## config.mk

```make
export PLATFORM = sky130hd
export DESIGN_NAME = cas_port
export DESIGN_NICKNAME = d
export VERILOG_FILES = /design/src/common/cas_pkg.sv /design/src/core/cas_buf2.sv /design/src/core/cas_port.sv
export VERILOG_INCLUDE_DIRS = /design/src /design/src/common
export SDC_FILE = /design/constraint.sdc
export NUM_CORES = 1
export LEC_CHECK = 0
export BUFFER_PORTS_ARGS = -buffer_cell sky130_fd_sc_hd__buf_2
export CAP_MARGIN = 15
export CELL_PAD_IN_SITES_DETAIL_PLACEMENT = 1
export CELL_PAD_IN_SITES_GLOBAL_PLACEMENT = 1
export CORE_UTILIZATION = 35
export DETAILED_ROUTE_END_ITERATION = 7
export GPL_TIMING_DRIVEN = 0
export PLACE_DENSITY_LB_ADDON = 0.1
export SLEW_MARGIN = 20
export SYNTH_ARGS = -nofsm -noshare
export SYNTH_HDL_FRONTEND = slang
export SYNTH_SLANG_ARGS = --single-unit
```

## constraint.sdc

```tcl
create_clock -name clk -period 13.3 [get_ports clk]
set_clock_uncertainty 0.05 [all_clocks]
set_input_delay 3.99 -clock clk [delete_from_list [all_inputs] [get_ports clk]]
set_output_delay 3.99 -clock clk [all_outputs]
set_load 0.1 [all_outputs]
```

## src/common/cas_defs.svh

```systemverilog
`ifndef CAS_DEFS_SVH
`define CAS_DEFS_SVH
// Behaviour
// - Mono sample data travels in the left-channel part of the frame unless a phase bit moves it right.
// - Clock-direction bit high makes the port master of bit clock and frame sync.
// - In master mode the sample rate comes from the internal master clock and its prescalers.
// - ADC output idles pulled low; mask bits give Hi-Z, pulls or driven levels.
// - Format bits, slot enable and PCM variant bit select one of six formats.
// - Every format sends each word most significant bit first.
// - Right justified: high phase, LSB sampled on last rise before sync falls.
// - Left justified: high phase, MSB valid at first rise after the transition.
// - I2S: low phase, MSB captured at second rise after the transition.
// - PCM without slots: low phase (high for the variant), MSB captured at second rise after transition.
// - Phase bits move that direction's data right by one word length.
// - Slot mode start comes from a 10-bit slot field; slot zero starts at rise one.
// - Slot mode right phase start depends on word length and slot start.
// - Slot mode releases the line early or after the LSB as the tri bit says.
// - A-law or mu-law companding is chosen apart for DAC and ADC paths.
// - Companding maps 14-bit mu-law or 13-bit A-law linear to sign, exponent, mantissa.
// - Mu-law code has all eight bits inverted, A-law only its even bits.
// - Byte-word bit forces 8-bit transfers whatever the word length field says.

`define CAS_ADDR_AFC 7'h04
`define CAS_ADDR_CMP 7'h05
`define CAS_ADDR_CLK 7'h06
`define CAS_ADDR_SLL 7'h3b
`define CAS_ADDR_PSO 7'h3c

`define CAS_RST_AFC 9'h050
`define CAS_RST_CMP 9'h000
`define CAS_RST_CLK 9'h140
`define CAS_RST_SLL 9'h000
`define CAS_RST_PSO 9'h000

`define CAS_MASK_AFC 9'h1fb
`define CAS_MASK_CMP 9'h03f
`define CAS_MASK_CLK 9'h1fd
`define CAS_MASK_SLL 9'h1ff
`define CAS_MASK_PSO 9'h1ff

`define CAS_AFC_ADC_PH 0
`define CAS_AFC_DAC_PH 1
`define CAS_AFC_FMT_LO 3
`define CAS_AFC_WORD_LENGTH_SEL_LO 5
`define CAS_CMP_ADC_LO 1
`define CAS_CMP_DAC_LO 3
`define CAS_CMP_FORCE8 5
`define CAS_CLK_MASTER 0
`define CAS_CLK_BSEL_LO 2
`define CAS_CLK_MSEL_LO 5
`define CAS_PSO_SLOT9 0
`define CAS_PSO_PCM_VARIANT_SEL 1
`define CAS_PSO_PULL_DIR 3
`define CAS_PSO_MASK_EN 4
`define CAS_PSO_MASK_SEL 5
`define CAS_PSO_TRI 7
`define CAS_PSO_SLOT_EN 8

`define CAS_CM_MU 2'b10
`define CAS_CM_A 2'b11
`define CAS_ALAW_XOR 8'h55
`define CAS_MU_BIAS 14'h0021
`define CAS_MU_CLIP 14'h1fde
`define CAS_A_CLIP 13'h0fff
`define CAS_FRAME_HALF 11'h020
`endif

```

## src/common/cas_pkg.sv

```systemverilog
package cas_pkg;
    typedef enum logic [5:0] {
        CAS_FMT_RJ = 6'b00_0001,
        CAS_FMT_LJ = 6'b00_0010,
        CAS_FMT_I2S = 6'b00_0100,
        CAS_FMT_PCMA = 6'b00_1000,
        CAS_FMT_PCM_VARIANT_SEL = 6'b01_0000,
        CAS_FMT_SLOT = 6'b10_0000
    } cas_fmt_t;

    typedef enum logic [1:0] {
        CAS_TX_IDLE = 2'b01,
        CAS_TX_DRIVE = 2'b10
    } cas_tx_state_t;
endpackage

```

## src/core/cas_buf2.sv

```systemverilog
`timescale 1ns/1ns
module cas_buf2 #(
    parameter int W = 32
) (
    input wire logic clk,
    input wire logic sys_rst,
    input wire logic in_valid,
    output logic in_ready,
    input wire logic [W-1:0] in_data,
    output logic out_valid,
    input wire logic out_ready,
    output logic [W-1:0] out_data
);
    logic [W-1:0] mem_q [2];
    logic wr_q;
    logic rd_q;
    logic [1:0] cnt_q;
    wire push = in_valid && in_ready;
    wire pop = out_valid && out_ready;

    assign in_ready = (cnt_q != 2'h2);
    assign out_valid = (cnt_q != 2'h0);
    assign out_data = mem_q[rd_q];

    always_ff @(posedge clk or posedge sys_rst)
    begin
        if (sys_rst)
        begin
            mem_q[0] <= '0;
            mem_q[1] <= '0;
            wr_q <= 1'b0;
            rd_q <= 1'b0;
            cnt_q <= 2'h0;
        end
        else
        begin
            if (push)
            begin
                mem_q[wr_q] <= in_data;
                wr_q <= ~wr_q;
            end
            if (pop)
            begin
                rd_q <= ~rd_q;
            end
            cnt_q <= 2'(cnt_q + {1'b0, push} - {1'b0, pop});
        end
    end
endmodule

```

## src/core/cas_port.sv

```systemverilog
`timescale 1ns/1ns
`include "cas_defs.svh"
module cas_port #(
    parameter logic [10:0] FRAME_HALF = `CAS_FRAME_HALF
) (
    input wire logic clk,
    input wire logic sys_rst,
    input wire logic reg_wr_en,
    input wire logic reg_rd_en,
    input wire logic [6:0] reg_addr,
    input wire logic [8:0] reg_wdata,
    output logic [8:0] reg_rdata,
    input wire logic bclk_i,
    output logic bclk_o,
    output logic bclk_oe,
    input wire logic frame_sync_i,
    output logic frame_sync_o,
    output logic frame_sync_oe,
    input wire logic dac_serial_in,
    output logic adc_serial_out,
    output logic adc_serial_out_oe,
    output logic adc_pull_up,
    output logic adc_pull_down,
    input wire logic [31:0] adc_sample,
    input wire logic adc_valid,
    output logic adc_ready,
    output logic [31:0] dac_sample,
    output logic dac_valid,
    input wire logic dac_ready
);
    // ------------------------------------------------------------
    // Companding functions.
    // ------------------------------------------------------------
    function automatic logic [7:0] mu_enc(input logic [13:0] s);
        logic [13:0] m;
        logic [2:0] e;
        m = s[13] ? 14'(14'h0000 - s) : s;
        if (m > `CAS_MU_CLIP) m = `CAS_MU_CLIP;
        m = 14'(m + `CAS_MU_BIAS);
        e = 3'h0;
        for (int i = 0; i < 8; i++) if (m[i+5]) e = 3'(i);
        return ~{s[13], e, 4'(m >> (4'(e) + 4'h1))};
    endfunction

    function automatic logic [31:0] mu_dec(input logic [7:0] code);
        logic [7:0] c;
        logic [14:0] t;
        c = ~code;
        t = 15'({c[3:0], 1'b0}) + 15'(`CAS_MU_BIAS);
        t = 15'(t << c[6:4]);
        t = 15'(t - 15'(`CAS_MU_BIAS));
        t = c[7] ? 15'(15'h0000 - t) : t;
        return {t[13:0], 18'h0_0000};
    endfunction

    function automatic logic [7:0] a_enc(input logic [12:0] s);
        logic [12:0] m;
        logic [2:0] e;
        m = s[12] ? 13'(13'h0000 - s) : s;
        if (m > `CAS_A_CLIP) m = `CAS_A_CLIP;
        e = 3'h0;
        for (int i = 5; i < 12; i++) if (m[i]) e = 3'(i - 4);
        return {~s[12], e, (e == 3'h0) ? m[4:1] : 4'(m >> e)} ^ `CAS_ALAW_XOR;
    endfunction

    function automatic logic [31:0] a_dec(input logic [7:0] code);
        logic [7:0] c;
        logic [12:0] t;
        c = code ^ `CAS_ALAW_XOR;
        t = 13'({c[3:0], 1'b0});
        if (c[6:4] == 3'h0) t = 13'(t + 13'h0001);
        else t = 13'(13'(t + 13'h0021) << (c[6:4] - 3'h1));
        t = c[7] ? t : 13'(13'h0000 - t);
        return {t, 19'h0_0000};
    endfunction

    // ------------------------------------------------------------
    // Control registers.
    // ------------------------------------------------------------
    logic [8:0] afc_q, cmp_q, clk_q, sll_q, pso_q;
    wire wr_afc = reg_wr_en && reg_addr == `CAS_ADDR_AFC;
    wire wr_cmp = reg_wr_en && reg_addr == `CAS_ADDR_CMP;
    wire wr_clk = reg_wr_en && reg_addr == `CAS_ADDR_CLK;
    wire wr_sll = reg_wr_en && reg_addr == `CAS_ADDR_SLL;
    wire wr_pso = reg_wr_en && reg_addr == `CAS_ADDR_PSO;
    wire [8:0] rd_mux = (reg_addr == `CAS_ADDR_AFC) ? afc_q :
                        (reg_addr == `CAS_ADDR_CMP) ? cmp_q :
                        (reg_addr == `CAS_ADDR_CLK) ? clk_q :
                        (reg_addr == `CAS_ADDR_SLL) ? sll_q :
                        (reg_addr == `CAS_ADDR_PSO) ? pso_q : 9'h000;

    always_ff @(posedge clk or posedge sys_rst)
    begin
        if (sys_rst)
        begin
            afc_q <= `CAS_RST_AFC;
            cmp_q <= `CAS_RST_CMP;
            clk_q <= `CAS_RST_CLK;
            sll_q <= `CAS_RST_SLL;
            pso_q <= `CAS_RST_PSO;
            reg_rdata <= 9'h000;
        end
        else
        begin
            if (wr_afc) afc_q <= reg_wdata & `CAS_MASK_AFC;
            if (wr_cmp) cmp_q <= reg_wdata & `CAS_MASK_CMP;
            if (wr_clk) clk_q <= reg_wdata & `CAS_MASK_CLK;
            if (wr_sll) sll_q <= reg_wdata & `CAS_MASK_SLL;
            if (wr_pso) pso_q <= reg_wdata & `CAS_MASK_PSO;
            if (reg_rd_en) reg_rdata <= rd_mux;
        end
    end

    // ------------------------------------------------------------
    // Configuration decode.
    // ------------------------------------------------------------
    wire master = clk_q[`CAS_CLK_MASTER];
    wire [1:0] fmt_bits = afc_q[`CAS_AFC_FMT_LO +: 2];
    wire [1:0] word_length_sel = afc_q[`CAS_AFC_WORD_LENGTH_SEL_LO +: 2];
    wire [1:0] adc_cm = cmp_q[`CAS_CMP_ADC_LO +: 2];
    wire [1:0] dac_cm = cmp_q[`CAS_CMP_DAC_LO +: 2];
    wire force8 = cmp_q[`CAS_CMP_FORCE8];
    wire slot_en = pso_q[`CAS_PSO_SLOT_EN];
    wire tri_early = pso_q[`CAS_PSO_TRI];
    wire [10:0] slot = {1'b0, pso_q[`CAS_PSO_SLOT9], sll_q};
    cas_pkg::cas_fmt_t fmt;
    assign fmt = (fmt_bits != 2'b11) ? ((fmt_bits == 2'b00) ? cas_pkg::CAS_FMT_RJ :
                 (fmt_bits == 2'b01) ? cas_pkg::CAS_FMT_LJ : cas_pkg::CAS_FMT_I2S) :
                 slot_en ? cas_pkg::CAS_FMT_SLOT :
                 pso_q[`CAS_PSO_PCM_VARIANT_SEL] ? cas_pkg::CAS_FMT_PCM_VARIANT_SEL : cas_pkg::CAS_FMT_PCMA;
    wire [10:0] wl = force8 ? 11'h008 : (word_length_sel == 2'b00) ? 11'h010 :
                     (word_length_sel == 2'b01) ? 11'h014 : (word_length_sel == 2'b10) ? 11'h018 : 11'h020;
    wire start_high = fmt == cas_pkg::CAS_FMT_RJ || fmt == cas_pkg::CAS_FMT_LJ ||
                      fmt == cas_pkg::CAS_FMT_PCM_VARIANT_SEL;

    // ------------------------------------------------------------
    // Pin synchronisers and master clock generator.
    // ------------------------------------------------------------
    logic [2:0] sync1_q, sync2_q;
    logic bclk3_q;
    wire [2:0] pins = {dac_serial_in, frame_sync_i, bclk_i};
    genvar g;
    generate
        for (g = 0; g < 3; g++)
        begin : g_sync
            always_ff @(posedge clk or posedge sys_rst)
            begin
                if (sys_rst)
                begin
                    sync1_q[g] <= 1'b0;
                    sync2_q[g] <= 1'b0;
                end
                else
                begin
                    sync1_q[g] <= pins[g];
                    sync2_q[g] <= sync1_q[g];
                end
            end
        end
    endgenerate

    logic [11:0] div_q;
    logic bclk_m_q, fs_m_q;
    logic [10:0] fs_cnt_q;
    wire [11:0] half = 12'(12'(clk_q[`CAS_CLK_MSEL_LO +: 3]) + 12'h001)
                       << clk_q[`CAS_CLK_BSEL_LO +: 3];
    wire tick = master && (div_q >= 12'(half - 12'h001));
    wire rise_m = tick && !bclk_m_q;
    wire fall_m = tick && bclk_m_q;
    wire fs_wrap = fs_cnt_q == 11'(FRAME_HALF - 11'h001);
    wire fs_m_d = (fall_m && fs_wrap) ? ~fs_m_q : fs_m_q;

    always_ff @(posedge clk or posedge sys_rst)
    begin
        if (sys_rst)
        begin
            div_q <= 12'h000;
            bclk_m_q <= 1'b0;
            fs_m_q <= 1'b0;
            fs_cnt_q <= 11'h000;
            bclk3_q <= 1'b0;
        end
        else
        begin
            bclk3_q <= sync2_q[0];
            div_q <= tick ? 12'h000 : 12'(div_q + 12'h001);
            if (tick) bclk_m_q <= ~bclk_m_q;
            fs_m_q <= fs_m_d;
            if (fall_m) fs_cnt_q <= fs_wrap ? 11'h000 : 11'(fs_cnt_q + 11'h001);
        end
    end

    assign bclk_o = bclk_m_q;
    assign frame_sync_o = fs_m_q;
    assign bclk_oe = master;
    assign frame_sync_oe = master;
    wire rise_ev = master ? rise_m : (sync2_q[0] && !bclk3_q);
    wire fall_ev = master ? fall_m : (!sync2_q[0] && bclk3_q);
    wire fs_now = master ? fs_m_d : sync2_q[1];
    wire din = sync2_q[2];

    // ------------------------------------------------------------
    // Frame position and data window.
    // ------------------------------------------------------------
    logic fs_prev_q;
    logic [10:0] cnt_q, hi_len_q;
    wire new_frame = (fs_now != fs_prev_q) && (fs_now == start_high);
    wire [10:0] cnt_d = new_frame ? 11'h001 : 11'(cnt_q + 11'h001);
    wire [10:0] base = (fmt == cas_pkg::CAS_FMT_RJ) ? 11'(hi_len_q - wl + 11'h001) :
                       (fmt == cas_pkg::CAS_FMT_LJ) ? 11'h001 :
                       (fmt == cas_pkg::CAS_FMT_SLOT) ? 11'(slot + 11'h001) :
                       11'h002;
    wire [10:0] tx_start = 11'(base + (afc_q[`CAS_AFC_ADC_PH] ? wl : 11'h000));
    wire [10:0] rx_start = 11'(base + (afc_q[`CAS_AFC_DAC_PH] ? wl : 11'h000));
    wire [10:0] tx_last = 11'(tx_start + wl - 11'h001);
    wire [10:0] rx_last = 11'(rx_start + wl - 11'h001);

    always_ff @(posedge clk or posedge sys_rst)
    begin
        if (sys_rst)
        begin
            fs_prev_q <= 1'b0;
            cnt_q <= 11'h000;
            hi_len_q <= 11'h000;
        end
        else if (rise_ev)
        begin
            fs_prev_q <= fs_now;
            cnt_q <= cnt_d;
            if (fs_prev_q && !fs_now) hi_len_q <= cnt_q;
        end
    end

    // ------------------------------------------------------------
    // Transmit path toward the ADC output line.
    // ------------------------------------------------------------
    wire [7:0] adc_code = (adc_cm == `CAS_CM_A) ? a_enc(adc_sample[31:19]) :
                          mu_enc(adc_sample[31:18]);
    wire [31:0] adc_word = (adc_cm[1] ? {adc_code, 24'h00_0000} : adc_sample) &
                           ~(32'hffff_ffff >> wl);
    assign adc_ready = fall_ev && new_frame;
    cas_pkg::cas_tx_state_t tx_q;
    logic [31:0] tx_word_q;
    logic bit_q;
    wire [31:0] tx_sel = adc_ready ? (adc_valid ? adc_word : 32'h0000_0000) : tx_word_q;
    wire [10:0] tx_pos = adc_ready ? 11'h001 : 11'(cnt_q + 11'h001);
    wire tx_in_win = tx_pos >= tx_start && tx_pos <= tx_last;
    wire [4:0] tx_idx = 5'(11'h01f - 11'(tx_pos - tx_start));
    wire tri_rel = rise_ev && fmt == cas_pkg::CAS_FMT_SLOT && tri_early && cnt_d == tx_last;

    always_ff @(posedge clk or posedge sys_rst)
    begin
        if (sys_rst)
        begin
            tx_q <= cas_pkg::CAS_TX_IDLE;
            tx_word_q <= 32'h0000_0000;
            bit_q <= 1'b0;
        end
        else
        begin
            if (adc_ready) tx_word_q <= tx_sel;
            if (fall_ev && tx_in_win) bit_q <= tx_sel[tx_idx];
            case (tx_q)
                cas_pkg::CAS_TX_IDLE:
                begin
                    if (fall_ev && tx_in_win) tx_q <= cas_pkg::CAS_TX_DRIVE;
                end
                cas_pkg::CAS_TX_DRIVE:
                begin
                    if (tri_rel || (fall_ev && !tx_in_win)) tx_q <= cas_pkg::CAS_TX_IDLE;
                end
                default: tx_q <= cas_pkg::CAS_TX_IDLE;
            endcase
        end
    end

    wire drive = tx_q == cas_pkg::CAS_TX_DRIVE;
    wire m_sel = pso_q[`CAS_PSO_MASK_SEL];
    wire m_en = pso_q[`CAS_PSO_MASK_EN];
    wire p_dir = pso_q[`CAS_PSO_PULL_DIR];
    assign adc_serial_out = drive ? bit_q : (m_sel && m_en && p_dir);
    assign adc_serial_out_oe = drive || (m_sel && m_en);
    assign adc_pull_up = !drive && !m_sel && p_dir;
    assign adc_pull_down = !drive && !m_sel && !p_dir;

    // ------------------------------------------------------------
    // Receive path from the DAC input line.
    // ------------------------------------------------------------
    logic [31:0] rx_sh_q, pend_word_q;
    logic pend_q;
    logic buf_ready;
    wire rx_in_win = cnt_d >= rx_start && cnt_d <= rx_last;
    wire [31:0] rx_full = 32'({rx_sh_q[30:0], din} << 6'(11'h020 - wl));
    wire [31:0] rx_word = (dac_cm == `CAS_CM_A) ? a_dec(rx_full[31:24]) :
                          (dac_cm == `CAS_CM_MU) ? mu_dec(rx_full[31:24]) : rx_full;

    always_ff @(posedge clk or posedge sys_rst)
    begin
        if (sys_rst)
        begin
            rx_sh_q <= 32'h0000_0000;
            pend_word_q <= 32'h0000_0000;
            pend_q <= 1'b0;
        end
        else
        begin
            if (rise_ev && rx_in_win) rx_sh_q <= {rx_sh_q[30:0], din};
            if (rise_ev && cnt_d == rx_last)
            begin
                pend_q <= 1'b1;
                pend_word_q <= rx_word;
            end
            else if (buf_ready) pend_q <= 1'b0;
        end
    end

    cas_buf2 #(.W(32)) u_buf (
        .clk(clk),
        .sys_rst(sys_rst),
        .in_valid(pend_q),
        .in_ready(buf_ready),
        .in_data(pend_word_q),
        .out_valid(dac_valid),
        .out_ready(dac_ready),
        .out_data(dac_sample)
    );
endmodule

```

# After elaboration in Yosys (flattened, before gate mapping)
# Cells that the tools add are included.
dict set report word_totals {
  ff_bits 271
  in_bits 57
}
dict set report classes {
  n_reduce_logical 51
  bitwise 13
  n_shift 7
  order_cmp 11
  add_sub_neg 30
  mux 69
  n_eq_ne 26
}
# op count
set op_table {}
lappend op_table {{32-bit two-way mux} 9}
lappend op_table {{11-bit two-way mux} 6}
lappend op_table {{64-bit bitwise mux} 1}
lappend op_table {{13-bit two-way mux} 4}
lappend op_table {{6-bit two-way mux} 8}
lappend op_table {{9-bit two-way mux} 5}
lappend op_table {{11-bit by 6-bit adder with 11-bit output} 4}
lappend op_table {{14-bit two-way mux} 3}
lappend op_table {{3-bit two-way mux} 14}
lappend op_table {{11-bit by 1-bit adder with 11-bit output (second input constant)} 3}
lappend op_table {{32-bit bitwise AND} 1}
lappend op_table {{32-bit demux with 1-bit select} 1}
lappend op_table {{32-bit inverter} 1}
lappend op_table {{32-bit by 6-bit << shifter with 32-bit output} 1}
lappend op_table {{32-bit by 6-bit right shift with 32-bit output (first input constant)} 1}
lappend op_table {{1-bit logical AND} 31}
lappend op_table {{1-bit by 14-bit subtractor with 14-bit output (first input constant)} 2}
lappend op_table {{1-bit by 13-bit subtractor with 13-bit output (first input constant)} 2}
lappend op_table {{11-bit equality test} 2}
lappend op_table {{11-bit greater-or-equal comparator} 2}
lappend op_table {{11-bit <= comparator} 2}
lappend op_table {{11-bit by 1-bit subtractor with 11-bit output (second input constant)} 2}
lappend op_table {{7-bit by 3-bit equality test with 1-bit output (second input constant)} 3}
lappend op_table {{8-bit inverter} 2}
lappend op_table {{other kinds (55)} 97}

# Depth between registers and ports, before layout
dict set report logic_depth {
  word_depth 22
  ltp_mapped 41
}

# By module
# A second synthesis with hierarchy kept.
dict set report hier_totals {
  hier_cells 2233
  area_unflattened_um2 20823.7
}
# module n_inst cells_each area_each_um2
set by_module_without_submodules {}
lappend by_module_without_submodules {cas_port 1 2044 17707.0}
lappend by_module_without_submodules {cas_buf2 1 189 3116.7}

# Least setup slack after synthesis
# No wires, ideal clock.
dict set report synth_timing {
  kind {flip-flop to output port}
  from {register clk_q[6]}
  to {output adc_ready}
  arrival_ps 5836
  path_buffers 2
  t_required_ps 9260
  path_stages_with_launch 23
  setup_slack_ps 3424
  path_cell_list {dfstp_2 -> ha_1 -> mux2_2 -> o21ai_0 -> a21oi_1 -> nor2b_1 -> nand3_1 -> nor2_1 -> nand2_1 -> a32oi_1 -> ha_1 -> o21a_1 -> o211ai_1 -> o31ai_1 -> mux2i_1 -> nor2_1 -> ha_1 -> nor2_1 -> nand4_1 -> and2_1 -> inv_1 -> clkbuf_1 -> buf_1}
}
dict set report synth_between {
  elab_chain_cells 12
  word_cells_on_any_way 14
}
# item line
set synth_lines {}
lappend synth_lines {{start: declaration} cas_port.sv:80} ;# logic [8:0] afc_q, cmp_q, clk_q, sll_q, pso_q;
lappend synth_lines {{start signal: assignment} cas_port.sv:98} ;# clk_q <= `CAS_RST_CLK;
lappend synth_lines {{start signal: assignment} cas_port.sv:107} ;# if (wr_clk) clk_q <= reg_wdata & `CAS_MASK_CLK;
lappend synth_lines {{3-bit by 1-bit adder with 4-bit output *} cas_port.sv:165} ;# wire [11:0] half = 12'(12'(clk_q[`CAS_CLK_MSEL_LO +: 3]) + 12'h001)
lappend synth_lines {{4-bit by 3-bit << shifter with 12-bit output *} cas_port.sv:165}
lappend synth_lines {{12-bit by 1-bit subtractor with 12-bit output *} cas_port.sv:167} ;# wire tick = master && (div_q >= 12'(half - 12'h001));
lappend synth_lines {{12-bit greater-or-equal comparator *} cas_port.sv:167}
lappend synth_lines {{1-bit logical AND *} cas_port.sv:167}
lappend synth_lines {{1-bit logical AND *} cas_port.sv:169} ;# wire fall_m = tick && bclk_m_q;
lappend synth_lines {{1-bit logical AND} cas_port.sv:171} ;# wire fs_m_d = (fall_m && fs_wrap) ? ~fs_m_q : fs_m_q;
lappend synth_lines {{1-bit two-way mux} cas_port.sv:171}
lappend synth_lines {{1-bit two-way mux} cas_port.sv:199} ;# wire fs_now = master ? fs_m_d : sync2_q[1];
lappend synth_lines {{1-bit != test / 1-bit equality test (equally long branches)} cas_port.sv:207} ;# wire new_frame = (fs_now != fs_prev_q) && (fs_now == start_high);
lappend synth_lines {{1-bit logical AND} cas_port.sv:207}
lappend synth_lines {{1-bit logical AND *} cas_port.sv:241} ;# assign adc_ready = fall_ev && new_frame;
lappend synth_lines {{end: declaration} cas_port.sv:26} ;# output logic adc_ready,
# Mark *: on every way between the ends. The rest lies on a longest branch, timed or not.

# Final worst setup path
dict set report layout_timing {
  from {register clk_q[5]}
  to {output adc_ready}
}
# The elaborated chain is that of the path after synthesis.

==> flow_summary.yaml <==
final_layout:
  multi_input_area_mm2: 0.0129
  instances_no_fill: 3221
  n_fill_cell: 6771
  regArea_mm2: 0.00679
  fin_nets: 2621
  finalInstanceArea_mm2: 0.0233
  mostFrequentLayoutCells: "dfrtp_1 (266), nand2_1 (238), mux2_2 (189)"
  layout-drive-gt1-share: 0.173
  final_common_cell: "dfrtp_1"
  syn_to_final_growth_pct: 12.9
floorplanning:
  die-width_um: 245
  ios: 108
  die_y_um: 245
  fp-row-count: 88
  die-area_mm2: 0.0598
  initial_utilization: 0.356
  core_region_area_mm2: 0.0579
yosys:
  async_reset_ff_frac: 1.00
  synth_top_family_by_area: "compound AO/OA/AOI/OAI gates"
  synth_top_area_share: 0.323
  syn_area_mm2: 0.0206
  yosys.area_share.adder: 0.0831
  netlist_instances: 2290
  synth_area_leaders: "dfrtp_1 (32%), mux2_2 (10%), ha_1 (7.8%), nand2_1 (4.3%), xnor2_1 (3.4%)"
  synth_edf_count: 0
  synth.yosys.seq_area_share: 0.329
  synth_compound_area_frac: 0.188
  syn-num-nets: 2480
  yosys.area_share.simple: 0.167
  ys.flop_type: "dfrtp_1"
  ys_warn_count: 0
  ys_types: 94
  synth_mux_area_frac: 0.127
  ys_ff_latch: 271
  synth-xor-area-share: 0.0574
  synth_largest_area_cell: "dfrtp_1"
  syn_avg_cell_area_um2: 9.00
sta:
  max_freq_mhz: 83.5
  period_needed_ps: 11980
  finalHoldViolCount: 0
  fin_ws_ps: 1320
  tns_ps: 0
  slew_violations: 0
  period_share: 0.901
  slew_headroom: 0.165
  setup_viol_count_final: 0
  rsz0062_at_grt: "false"
  worstMarginPinSlew_ps: 1220
global_routing:
  overflow: 0
  grt_max_degree: 89
  grt_first_pass_wirelength_um: 111000
  grt_use_total: 0.234
  antenna_found_initial: 3
  first_global_vias: 19100
clocking:
  cts_made_buffers: 31
  clockBufferDepth: 3
  cts_root_buf: "clkbuf_16"
  cts.repair.resized: 0
  clock_sinks: 271
  clk_pin_slew_ps: 60
  tritoncts: "done"
  postCtsHoldBufs: 0
  clock_latency_ps: 600
  post-cts-setup-buffers: 0
  h-tree-depth: 1
power:
  ir_drop_uv: 116
  total_power_mw: 4.70
  leakagePower_nw: 10.7
  powerDensity_mw_per_mm2: 202
placed_design:
  portBuffers: 102
  place_ws_ps: 1910
  routabilityCongestion: 0.874
  placed_cells_incl_taps: 3163
  dp_hpwl_um: 55000
  placed_cell_area_mm2: 0.0222
setup_path:
  rrSetupSlack_ps: 3460
  crit_fanout: 10
  r2r-start: "clk_q[5]"
  timing.rr.end: "rx_sh_q[16]"
  startpoint: "clk_q[5]"
  rr_worst_depth: 34
  critPathRequiredTime_ps: 9260
  end_kind: "primary output"
  crit_path_start_kind: "flop"
  path_class: "flop to primary output"
  critPathArrivalTime_ps: 7940
hold_path:
  hp-class: "flop to flop"
  holdPathStages: 0
  min_from: "sync1_q[0]"
  hold_end: "sync2_q[0]"
routing:
  drtIter0Drc: 777
  routed_via_density: 5.64
  postRouteWirelength_um: 70100
  wl_per_cell_um: 21.8
  final_antenna_net_count: 0
  drc: 0
  vias: 18200
  dr.pass1.iters: 5
outcome:
  run_status: "finished, final reports clean"
run:
  maxCapViolations: 0
[cell type report]
| type | count | area share |
|---|---|---|
| Antenna cell | 2 | 0.000215 |
| Buffer | 119 | 0.0206 |
| Clock buffer | 43 | 0.0387 |
| Clock inverter | 13 | 0.00603 |
| Inverter | 135 | 0.0221 |
| Multi-Input combinational cell | 1765 | 0.553 |
| Sequential cell | 271 | 0.292 |
| Tap cell | 765 | 0.0412 |
| Timing Repair Buffer | 108 | 0.0264 |
[layer usage]
metal	global-route usage	part of all wire	wire, um
met5	0	0.00020	14
met4	0.0636	0.028	1980
met3	0.0227	0.029	2000
met2	0.417	0.50	34700
met1	0.299	0.45	31400
[cell usage after synthesis, drive strengths merged (29+ instances only)]
| cell | number |
|---|---|
| a21oi | 95 |
| nor2 | 145 |
| xor2 | 54 |
| o21a | 29 |
| a31oi | 32 |
| mux2 | 189 |
| nand2 | 238 |
| xnor2 | 81 |
| inv | 134 |
| o21ai | 129 |
| mux2i | 35 |
| o211ai | 33 |
| nand3 | 79 |
| ha | 128 |
| clkbuf | 94 |
| and3 | 32 |
| dfrtp | 266 |
[critical path, stage by stage, from the launching register on]
cell and delay (ps):
dfrtp_1 470, ha_1 370, mux2_2 290, o21ai_0 570
a21oi_1 140, nor2b_1 220, nand3_1 180, nor2_1 220
nand2_1 80, a32oi_1 260, ha_1 210, o21a_1 130
o211ai_1 120, o31ai_2 690, mux2i_1 520, nor2_1 150
ha_1 450, nor2_1 160, nand4_1 200, and2_1 250
inv_1 90, clkbuf_1 420, buf_1 580, buf_2 550
[flip-flops by register name, summed over array words and instances, names as in the netlist, 11 cells and up]
signal / flops
cnt_q: 11
div_q: 12
fs_cnt_q: 11
hi_len_q: 11
pend_word_q: 32
rx_sh_q: 31
tx_word_q: 32
u_buf.mem_q: 64
[how the worst max path moves through the flow]
stage,to,slack [ps],depth (start not counted)
6_report,adc_ready,1320,23
5_1_grt,adc_ready,760,23
4_1_cts,adc_ready,1250,23
3_5_place_dp,adc_ready,1910,23
3_3_place_gp,tx_word_q[0],-1480,2
2_1_floorplan,afc_q[0],1800,1
[cells by family (layout without fill, tap and decap cells)]
group                      after synthesis  count (layout)
muxes                                  230             230
and+or+nand+nor                        707             707
buffers and inverters                  254             418
DFF                                    271             271
AOI/OAI and AO/OA                      559             559
adders and majority gates              134             134
other                                    0               2
xor gates and xnor gates               135             135
[power by group]
part / switching (mW) / internal, mW / leakage, nW / total (mW)
sequential: 0.0583 / 0.900 / 3.67 / 0.958
combinational: 1.73 / 1.13 / 6.56 / 2.86
clock: 0.366 / 0.511 / 0.518 / 0.877
[per-stage QoR]
step                utilization  hold WS, ps
global route              0.402          305
CTS                       0.401          299
detailed placement        0.383          287
floorplan                     -          281
global placement          0.381          285
finish                    0.402          297
No activity file was read; power rests on OpenSTA's default activity.
